$ cat src/hw/strap_select_pkg.sv
// package for the local memory strap and select block
// assumes a single 10 MHz core clock and synchronous active-low reset
package strap_select_pkg;
  localparam int clk_period_ns = 100;
  localparam int upper_addr_w = 5;
  localparam int data_w = 16;
  localparam int addr_w = 8;
  localparam int cfg_a_w = 8;
  localparam int id_w = 3;
  // positions of the straps on the upper address lines
  localparam int pos_bus_width = 0;
  localparam int pos_cfg_src = 1;
  localparam int pos_id_lo = 2;
  localparam int eeprom_lines = 3;
  localparam int eeprom_bits = 64;
  localparam logic [upper_addr_w-1:0] upper_addr_rst = 5'h00;
  localparam logic [cfg_a_w-1:0] cfg_a_rst = 8'h00;
  localparam logic [id_w-1:0] id_rst = 3'h0;

  typedef enum logic [1:0] {
    tgt_ram = 2'h0,
    tgt_rom = 2'h1,
    tgt_eeprom = 2'h2
  } target_t;

  typedef struct packed {
    logic bus16;
    logic cfg_from_eeprom;
    logic [id_w-1:0] id_hi;
    logic [cfg_a_w-1:0] cfg_a;
  } strap_t;

  typedef struct packed {
    logic valid;
    logic write;
    target_t target;
    logic [upper_addr_w-1:0] upper_addr;
    logic [data_w-1:0] wdata;
  } mem_req_t;

  typedef enum logic [1:0] {
    st_reset = 2'b00,
    st_eeprom = 2'b01,
    st_idle = 2'b11,
    st_access = 2'b10
  } state_t;
endpackage : strap_select_pkg

$ cat src/hw/mem_side_strap_and_select.sv
// strap capture, eeprom load window and local memory strobes/selects
// assumes pins are synchronous to core_clk; pads resolve from the enables
`timescale 1ns/1ns
module mem_side_strap_and_select
  import strap_select_pkg::*;
#(
  parameter int eeprom_cycles = eeprom_bits
)(
  input wire logic core_clk,
  input wire logic reset_n,
  input wire strap_select_pkg::mem_req_t req,
  output logic req_ready,
  output logic req_done,
  output logic [data_w-1:0] rdata,
  input wire logic [upper_addr_w-1:0] upper_local_addr_lines_in,
  output logic [upper_addr_w-1:0] upper_local_addr_lines_out,
  output logic upper_local_addr_lines_oe,
  input wire logic [data_w-1:0] local_data_lines_in,
  output logic [data_w-1:0] local_data_lines_out,
  output logic local_data_lines_oe,
  output logic eeprom_lines_busy,
  output logic local_read_strobe_n,
  output logic local_write_strobe_n,
  output logic packet_ram_select_n,
  output logic boot_rom_select_n,
  output logic serial_eeprom_select,
  output strap_select_pkg::strap_t straps,
  output logic config_ready
);
  import strap_select_pkg::*;

  state_t state_q;
  strap_t straps_q;
  logic [15:0] ee_cnt_q;
  mem_req_t cur_q;
  logic [data_w-1:0] rdata_q;
  logic done_q;

  // straps track the pins while in reset; last value is kept at release
  always_ff @(posedge core_clk)
  begin
    if (state_q == st_reset)
    begin
      straps_q.bus16 <= upper_local_addr_lines_in[pos_bus_width];
      straps_q.cfg_from_eeprom <= upper_local_addr_lines_in[pos_cfg_src];
      straps_q.id_hi <= upper_local_addr_lines_in[pos_id_lo +: id_w];
      straps_q.cfg_a <= local_data_lines_in[cfg_a_w-1:0];
    end
  end

  // sequence: reset -> optional eeprom window -> idle/access
  always_ff @(posedge core_clk)
  begin
    if (!reset_n)
    begin
      state_q <= st_reset;
      ee_cnt_q <= 16'h0000;
      cur_q <= '0;
    end
    else
    begin
      unique case (state_q)
        st_reset:
        begin
          ee_cnt_q <= 16'h0000;
          state_q <= straps_q.cfg_from_eeprom ? st_eeprom : st_idle;
        end
        st_eeprom:
        begin
          ee_cnt_q <= ee_cnt_q + 16'h0001;
          if (ee_cnt_q == 16'(eeprom_cycles - 1))
            state_q <= st_idle;
        end
        st_idle:
          if (req.valid)
          begin
            cur_q <= req;
            state_q <= st_access;
          end
        st_access:
          state_q <= st_idle;
      endcase
    end
  end

  always_ff @(posedge core_clk)
  begin
    if (!reset_n)
    begin
      rdata_q <= '0;
      done_q <= 1'b0;
    end
    else
    begin
      done_q <= (state_q == st_access);
      if (state_q == st_access && !cur_q.write)
        rdata_q <= local_data_lines_in;
    end
  end

  logic acc;
  assign acc = (state_q == st_access);
  assign req_ready = (state_q == st_idle);
  assign req_done = done_q;
  assign rdata = rdata_q;
  assign config_ready = (state_q == st_idle) || acc;
  assign straps = straps_q;
  assign eeprom_lines_busy = (state_q == st_eeprom);

  assign upper_local_addr_lines_oe = (state_q != st_reset);
  assign upper_local_addr_lines_out = acc ? cur_q.upper_addr : upper_addr_rst;
  assign local_data_lines_oe = acc && cur_q.write
    && (cur_q.target == tgt_ram);
  assign local_data_lines_out = cur_q.wdata;
  assign local_read_strobe_n = !(acc && !cur_q.write);
  assign local_write_strobe_n = !(acc && cur_q.write
    && (cur_q.target == tgt_ram));
  assign packet_ram_select_n = !(acc && cur_q.target == tgt_ram);
  assign boot_rom_select_n = !(acc && !cur_q.write
    && cur_q.target == tgt_rom);
  assign serial_eeprom_select = (state_q == st_eeprom)
    || (acc && !cur_q.write && cur_q.target == tgt_eeprom);

  // every check is gated by reset except strap_undriven_a, which has to
  // look inside the reset window itself
  rom_read_only_a: assert property (
    @(posedge core_clk) disable iff (!reset_n)
    !boot_rom_select_n |-> local_write_strobe_n)
    else $error("rom select with write strobe");
  rom_write_refused_a: assert property (
    @(posedge core_clk) disable iff (!reset_n)
    req_ready && req.valid && req.write && req.target != tgt_ram |=>
    boot_rom_select_n && local_write_strobe_n && !local_data_lines_oe
    && packet_ram_select_n && !serial_eeprom_select)
    else $error("refused write produced a strobe or select");
  rom_read_sel_a: assert property (
    @(posedge core_clk) disable iff (!reset_n)
    req_ready && req.valid && !req.write && req.target == tgt_rom |=>
    !boot_rom_select_n && packet_ram_select_n && !serial_eeprom_select)
    else $error("rom read without rom select");
  addr_drive_a: assert property (
    @(posedge core_clk) disable iff (!reset_n)
    $rose(reset_n) ##1 1'b1 |-> upper_local_addr_lines_oe)
    else $error("address lines not driven after reset");
  addr_out_a: assert property (
    @(posedge core_clk) disable iff (!reset_n)
    req_ready && req.valid |=> upper_local_addr_lines_oe
    && upper_local_addr_lines_out == $past(req.upper_addr))
    else $error("access address not on upper lines");
  strap_undriven_a: assert property (
    @(posedge core_clk)
    !reset_n ##1 !reset_n |-> !upper_local_addr_lines_oe
    && !local_data_lines_oe && local_read_strobe_n && local_write_strobe_n
    && packet_ram_select_n && boot_rom_select_n && !serial_eeprom_select)
    else $error("pins driven or strobed during reset");
  strap_hold_a: assert property (
    @(posedge core_clk) disable iff (!reset_n)
    $past(reset_n) && state_q != st_reset |-> $stable(straps_q))
    else $error("straps changed outside reset");
  strap_capture_a: assert property (
    @(posedge core_clk) disable iff (!reset_n)
    $rose(upper_local_addr_lines_oe) |->
    straps.bus16 == $past(upper_local_addr_lines_in[pos_bus_width])
    && straps.cfg_from_eeprom
    == $past(upper_local_addr_lines_in[pos_cfg_src])
    && straps.id_hi == $past(upper_local_addr_lines_in[pos_id_lo +: id_w])
    && straps.cfg_a == $past(local_data_lines_in[cfg_a_w-1:0]))
    else $error("straps not taken from the pins at release");
  strap_src_a: assert property (
    @(posedge core_clk) disable iff (!reset_n)
    state_q == st_reset ##1 state_q != st_reset |->
    eeprom_lines_busy == straps_q.cfg_from_eeprom)
    else $error("config source not honoured");
  ee_window_a: assert property (
    @(posedge core_clk) disable iff (!reset_n)
    $rose(eeprom_lines_busy) |-> eeprom_lines_busy [*2])
    else $error("eeprom window too short");
  ee_length_a: assert property (
    @(posedge core_clk) disable iff (!reset_n)
    $fell(eeprom_lines_busy) |-> $past(ee_cnt_q) == 16'(eeprom_cycles - 1))
    else $error("eeprom window length wrong");
  ee_end_a: assert property (
    @(posedge core_clk) disable iff (!reset_n)
    $fell(eeprom_lines_busy) |-> state_q == st_idle)
    else $error("eeprom window did not return to idle");
  ee_select_a: assert property (
    @(posedge core_clk) disable iff (!reset_n)
    eeprom_lines_busy |-> serial_eeprom_select && packet_ram_select_n)
    else $error("eeprom select missing in load");
  ee_read_sel_a: assert property (
    @(posedge core_clk) disable iff (!reset_n)
    req_ready && req.valid && !req.write && req.target == tgt_eeprom |=>
    serial_eeprom_select && packet_ram_select_n && boot_rom_select_n)
    else $error("eeprom read without eeprom select");
  config_ready_a: assert property (
    @(posedge core_clk) disable iff (!reset_n)
    state_q != st_reset |-> config_ready == !eeprom_lines_busy)
    else $error("config ready during eeprom load");
  read_strobe_a: assert property (
    @(posedge core_clk) disable iff (!reset_n)
    req_ready && req.valid && !req.write |=> !local_read_strobe_n ##1
    local_read_strobe_n && req_done)
    else $error("read strobe timing wrong");
  ram_read_sel_a: assert property (
    @(posedge core_clk) disable iff (!reset_n)
    req_ready && req.valid && !req.write && req.target == tgt_ram |=>
    !packet_ram_select_n && !local_read_strobe_n && !local_data_lines_oe)
    else $error("ram read without ram select");
  write_strobe_a: assert property (
    @(posedge core_clk) disable iff (!reset_n)
    req_ready && req.valid && req.write && req.target == tgt_ram |=>
    !local_write_strobe_n && !packet_ram_select_n && local_data_lines_oe)
    else $error("write strobe or ram select missing");
  ram_wdata_a: assert property (
    @(posedge core_clk) disable iff (!reset_n)
    req_ready && req.valid && req.write |=>
    local_data_lines_out == $past(req.wdata) && local_read_strobe_n)
    else $error("write data not presented");
  done_pulse_a: assert property (
    @(posedge core_clk) disable iff (!reset_n)
    req_done |-> req_ready && local_read_strobe_n && local_write_strobe_n)
    else $error("completion overlaps an access");
endmodule : mem_side_strap_and_select

$ cat config.mk
export PLATFORM = sky130hd
export DESIGN_NAME = mem_side_strap_and_select
export DESIGN_NICKNAME = d
export VERILOG_FILES = /design/src/hw/strap_select_pkg.sv /design/src/hw/mem_side_strap_and_select.sv
export SDC_FILE = /design/constraint.sdc
export NUM_CORES = 1
export LEC_CHECK = 0
export ABC_CLOCK_PERIOD_IN_PS = 2900
export BUFFER_PORTS_ARGS = -buffer_cell sky130_fd_sc_hd__buf_2
export CORE_UTILIZATION = 52
export DETAILED_ROUTE_END_ITERATION = 8
export GPL_ROUTABILITY_DRIVEN = 0
export GPL_TIMING_DRIVEN = 1
export PLACE_DENSITY = 0.87
export SLEW_MARGIN = 20
export SYNTH_ARGS = -nofsm -noshare
export SYNTH_HDL_FRONTEND = slang
export SYNTH_SLANG_ARGS = --single-unit
$ cat constraint.sdc
create_clock -name core_clk -period 2.9 [get_ports core_clk]
set_input_delay 0.29 -clock core_clk [delete_from_list [all_inputs] [get_ports core_clk]]
set_output_delay 0.29 -clock core_clk [all_outputs]
set_load 0.01 [all_outputs]
==> impl_metrics.prom <==
# TYPE chip_impl_metric gauge
chip_impl_info{name="outcome",value="complete, no violations"} 1
chip_impl_metric{name="dpl.hpwl",unit="µm"} 4490
chip_impl_metric{name="grt_residual_overflow",unit=""} 0
chip_impl_info{name="crit_path_end_kind",value="output pin"} 1
chip_impl_metric{name="clock_insertion_delay_worst_skew",unit="ns"} 0.33
chip_impl_metric{name="hold_ws",unit="ns"} 0.131
chip_impl_metric{name="static-leakage-power",unit="µW"} 0.00151
chip_impl_metric{name="synth_cell_type_count",unit=""} 37
chip_impl_metric{name="timing.clock.skew",unit="ns"} 0.00808
chip_impl_metric{name="maximum_number_of_pins_on_one_net_before_global_route_repair",unit=""} 45
chip_impl_metric{name="yosysWarnings",unit=""} 0
chip_impl_metric{name="post_drt_via_cell_ratio",unit=""} 5.05
chip_impl_metric{name="period_needed",unit="ns"} 2.65
chip_impl_info{name="clockRootBuffer",value="sky130_fd_sc_hd__clkbuf_8"} 1
chip_impl_metric{name="max_clock_freq",unit="MHz"} 378
chip_impl_metric{name="post_cts_resized",unit=""} 0
chip_impl_metric{name="die_w",unit="µm"} 77.0
chip_impl_metric{name="report.final.hold_viol_count",unit=""} 0
chip_impl_info{name="timing.critical_path.from",value="state_q[1]"} 1
chip_impl_metric{name="tightest_slew",unit="ns"} 0.875
chip_impl_metric{name="power.density",unit="nW/µm²"} 539
chip_impl_metric{name="layout_worst_path_cycle_share",unit=""} 0.913
chip_impl_metric{name="maxSlewHeadroom",unit=""} 0.417
chip_impl_metric{name="average_cell_area_after_synthesis",unit="µm²"} 9.20
chip_impl_metric{name="post_route_cells_drive_above_1_share",unit=""} 0.326
chip_impl_metric{name="ys_seq_elements",unit=""} 72
chip_impl_metric{name="synth_fp_nets",unit=""} 367
chip_impl_metric{name="diodes",unit=""} 0
chip_impl_info{name="worst_setup_path_endpoint",value="boot_rom_select_n"} 1
chip_impl_metric{name="reg2regPathDepth",unit=""} 5
chip_impl_metric{name="total_die_area",unit="µm²"} 5930
chip_impl_metric{name="port_buffer_count",unit=""} 108
chip_impl_metric{name="first_global_vias",unit=""} 2292
chip_impl_metric{name="dp.cells",unit=""} 468
chip_impl_metric{name="post_synth_inst_count",unit=""} 318
chip_impl_metric{name="final-max-slew-violation-count",unit=""} 0
chip_impl_metric{name="placeableCoreArea",unit="µm²"} 5270
chip_impl_metric{name="io_pins",unit=""} 109
chip_impl_metric{name="initialDrtViolationCount",unit=""} 71
chip_impl_info{name="tritoncts",value="yes"} 1
chip_impl_metric{name="instances_no_fill",unit=""} 484
chip_impl_metric{name="synth.yosys.seq_area_share",unit=""} 0.537
chip_impl_info{name="timing.setup.critical_path_class",value="flop to output pin"} 1
chip_impl_metric{name="report.final.setup_viol",unit=""} 0
chip_impl_metric{name="chipHeight",unit="µm"} 77.0
chip_impl_metric{name="worst-r2r-setup-slack",unit="ns"} 1.10
chip_impl_metric{name="cp_data_required_time",unit="ns"} 2.61
chip_impl_metric{name="numClockSinks",unit=""} 72
chip_impl_metric{name="drc",unit=""} 0
chip_impl_metric{name="layout.nets",unit=""} 458
chip_impl_metric{name="routed_wl",unit="µm"} 6280
chip_impl_metric{name="worst-path-max-fanout",unit=""} 18
chip_impl_metric{name="initial_utilization",unit=""} 0.555
chip_impl_metric{name="crit_arrival",unit="ns"} 2.36
chip_impl_metric{name="wire_per_inst",unit="µm"} 13.0
chip_impl_metric{name="layout.filler_cells",unit=""} 453
chip_impl_metric{name="path_clk_slew",unit="ns"} 0.08
chip_impl_metric{name="peakVddDrop",unit="V"} 0.000355
chip_impl_metric{name="tritoncts.num_buffers",unit=""} 9
chip_impl_metric{name="std_cell_rows",unit=""} 26
chip_impl_metric{name="grt_pass1_wl",unit="µm"} 10400
chip_impl_info{name="worst_r2r_startpoint",value="ee_cnt_q[0]"} 1
chip_impl_info{name="hp-class",value="input port to flop"} 1
chip_impl_metric{name="drt.antenna.violating_nets",unit=""} 0
chip_impl_metric{name="grt_antenna_before_repair",unit=""} 0
chip_impl_metric{name="fin_tns_setup",unit="ns"} 0
chip_impl_metric{name="cts_buffer_depth",unit=""} 2
chip_impl_metric{name="maxCapViolCount",unit=""} 0
chip_impl_info{name="worstSetupStartpointType",value="flop"} 1
chip_impl_metric{name="cts_hold_repair.buffers",unit=""} 0
chip_impl_info{name="grt_setup_unrepaired",value="no"} 1
chip_impl_metric{name="syn-cell-area",unit="µm²"} 2930
chip_impl_metric{name="num_vias",unit=""} 2442
chip_impl_info{name="crit-reg2reg-capture",value="ee_cnt_q[12]"} 1
chip_impl_metric{name="global_router_s_overall_resource_usage",unit=""} 0.224
chip_impl_metric{name="post_cts_buffers",unit=""} 0
chip_impl_metric{name="cts-htree-levels",unit=""} 3
chip_impl_metric{name="area_growth",unit="%"} 21.8
chip_impl_metric{name="drt_pre_antenna_iters",unit=""} 4
[where the power goes]
group | internal [µW] | switching [µW] | total [µW]
Clock | 301 | 362 | 663
Combinational | 79.8 | 100 | 180
Sequential | 1060 | 19.9 | 1080
[cell usage in the layout, fill, tap and decap left out, types with 4 or more instances in the layout]
| master | n |
|---|---|
| sky130_fd_sc_hd__or3_1 | 4 |
| sky130_fd_sc_hd__dfxtp_1 | 59 |
| sky130_fd_sc_hd__o21ai_0 | 4 |
| sky130_fd_sc_hd__a21boi_0 | 40 |
| sky130_fd_sc_hd__clkbuf_8 | 9 |
| sky130_fd_sc_hd__nor2b_1 | 5 |
| sky130_fd_sc_hd__and2_1 | 7 |
| sky130_fd_sc_hd__nand3_1 | 5 |
| sky130_fd_sc_hd__a21oi_1 | 4 |
| sky130_fd_sc_hd__nand2_1 | 87 |
| sky130_fd_sc_hd__nor2_1 | 15 |
| sky130_fd_sc_hd__inv_1 | 7 |
| sky130_fd_sc_hd__xnor2_1 | 6 |
| sky130_fd_sc_hd__buf_4 | 4 |
| sky130_fd_sc_hd__edfxtp_1 | 13 |
| sky130_fd_sc_hd__buf_2 | 108 |
[synthesized netlist by cell type]
library cell	n	area [µm²]
sky130_fd_sc_hd__nand2_1	87	327
sky130_fd_sc_hd__dfxtp_1	59	1180
sky130_fd_sc_hd__a21boi_0	40	300
sky130_fd_sc_hd__buf_4	16	120
sky130_fd_sc_hd__nor2_1	15	56.3
sky130_fd_sc_hd__edfxtp_1	13	390
sky130_fd_sc_hd__clkbuf_1	12	45.0
sky130_fd_sc_hd__and2_1	7	43.8
sky130_fd_sc_hd__inv_1	7	26.3
sky130_fd_sc_hd__xnor2_1	6	52.6
sky130_fd_sc_hd__nand3_1	5	25.0
sky130_fd_sc_hd__nor2b_1	5	31.3
sky130_fd_sc_hd__a21oi_1	4	20.0
sky130_fd_sc_hd__o21ai_0	4	20.0
sky130_fd_sc_hd__or3_1	4	25.0
sky130_fd_sc_hd__a31o_2	3	26.3
sky130_fd_sc_hd__and3_1	3	18.8
sky130_fd_sc_hd__buf_2	3	15.0
sky130_fd_sc_hd__nor4_1	3	18.8
sky130_fd_sc_hd__xor2_1	3	26.3
sky130_fd_sc_hd__a211oi_1	2	15.0
sky130_fd_sc_hd__nor3_1	2	10.0
sky130_fd_sc_hd__a22oi_1	1	7.51
sky130_fd_sc_hd__and4_1	1	8.76
sky130_fd_sc_hd__buf_6	1	11.3
sky130_fd_sc_hd__clkinv_1	1	3.75
sky130_fd_sc_hd__ha_1	1	12.5
sky130_fd_sc_hd__nand3_2	1	10.0
sky130_fd_sc_hd__nand3b_1	1	7.51
sky130_fd_sc_hd__nand4_1	1	6.26
sky130_fd_sc_hd__nand4b_2	1	15.0
sky130_fd_sc_hd__nor2b_2	1	8.76
sky130_fd_sc_hd__o21ai_1	1	5.00
sky130_fd_sc_hd__o41ai_1	1	8.76
sky130_fd_sc_hd__or3_2	1	7.51
sky130_fd_sc_hd__or3_4	1	11.3
sky130_fd_sc_hd__or4_1	1	7.51
[flip-flops by register name (all words and copies together) (netlist names)]
name                  flops
ee_cnt_q                 16
local_data_lines_out     16
rdata                    16
straps                   13
cur_q                     8
state_q                   2
req_done                  1
[how the worst min path moves through the flow]
| stage | start | end | slack [ns] | cells after the start |
|---|---|---|---|---|
| floorplan | local_data_lines_in[0] | straps[0] | 0.39 | 0 |
| global placement | local_data_lines_out[1] | local_data_lines_out[1] | 0.45 | 2 |
| detailed placement | local_data_lines_out[2] | local_data_lines_out[2] | 0.45 | 2 |
| CTS | upper_local_addr_lines_in[4] | straps[10] | 0.11 | 1 |
| global route | upper_local_addr_lines_in[4] | straps[10] | 0.12 | 1 |
| finish | upper_local_addr_lines_in[4] | straps[10] | 0.13 | 1 |
[cells by family (layout without fill, tap and decap cells)]
| family | count (synthesis) | count (layout) | share of synthesized area |
|---|---|---|---|
| AOI/OAI and AO/OA | 56 | 56 | 0.138 |
| xor gates and xnor gates | 9 | 9 | 0.0269 |
| adders and majority gates | 1 | 1 | 0.00428 |
| buffers and inverters | 40 | 136 | 0.0757 |
| DFF | 72 | 72 | 0.537 |
| and+or+nand+nor | 140 | 140 | 0.218 |
[routing by layer]
layer  share of wire  wire, µm  track usage  up-vias
met4           0.033       205        0.142        0
met2            0.50      3110        0.375       77
met1            0.41      2570        0.255     1131
li1                -         -            -     1215
met3           0.063       395       0.0571       19
met5               0         0            0        -
[layout make-up]
class | count | area (µm²) | share of cell area
tap | 70 | 87.6 | 0.0246
clock buffer | 9 | 124 | 0.0348
timing repair buffer | 112 | 571 | 0.160
inverter | 8 | 30.0 | 0.00843
clock inverter | 7 | 38.8 | 0.0109
multi-input combinational | 206 | 1140 | 0.320
sequential | 72 | 1570 | 0.441
[stage by stage]
stage	worst slack (ns)	total power (µW)	cell area, µm²	utilization
2_1_floorplan	1.19	1200	2930	-
3_3_place_gp	0.634	1270	3390	0.644
3_5_place_dp	0.543	1280	3390	0.644
4_1_cts	0.166	1940	3550	0.675
5_1_grt	0.0701	2000	3560	0.676
6_report	0.251	1920	3560	0.676
[worst max-delay path, stage by stage (launching register included)]
cell	delay [ns]
sky130_fd_sc_hd__dfxtp_1	0.55
sky130_fd_sc_hd__nor2b_4	0.30
sky130_fd_sc_hd__nor2b_1	0.15
sky130_fd_sc_hd__buf_4	0.23
sky130_fd_sc_hd__clkinv_1	0.08
sky130_fd_sc_hd__buf_4	0.20
sky130_fd_sc_hd__or3_1	0.35
sky130_fd_sc_hd__buf_2	0.15
No activity file was read; power rests on OpenSTA's default activity.
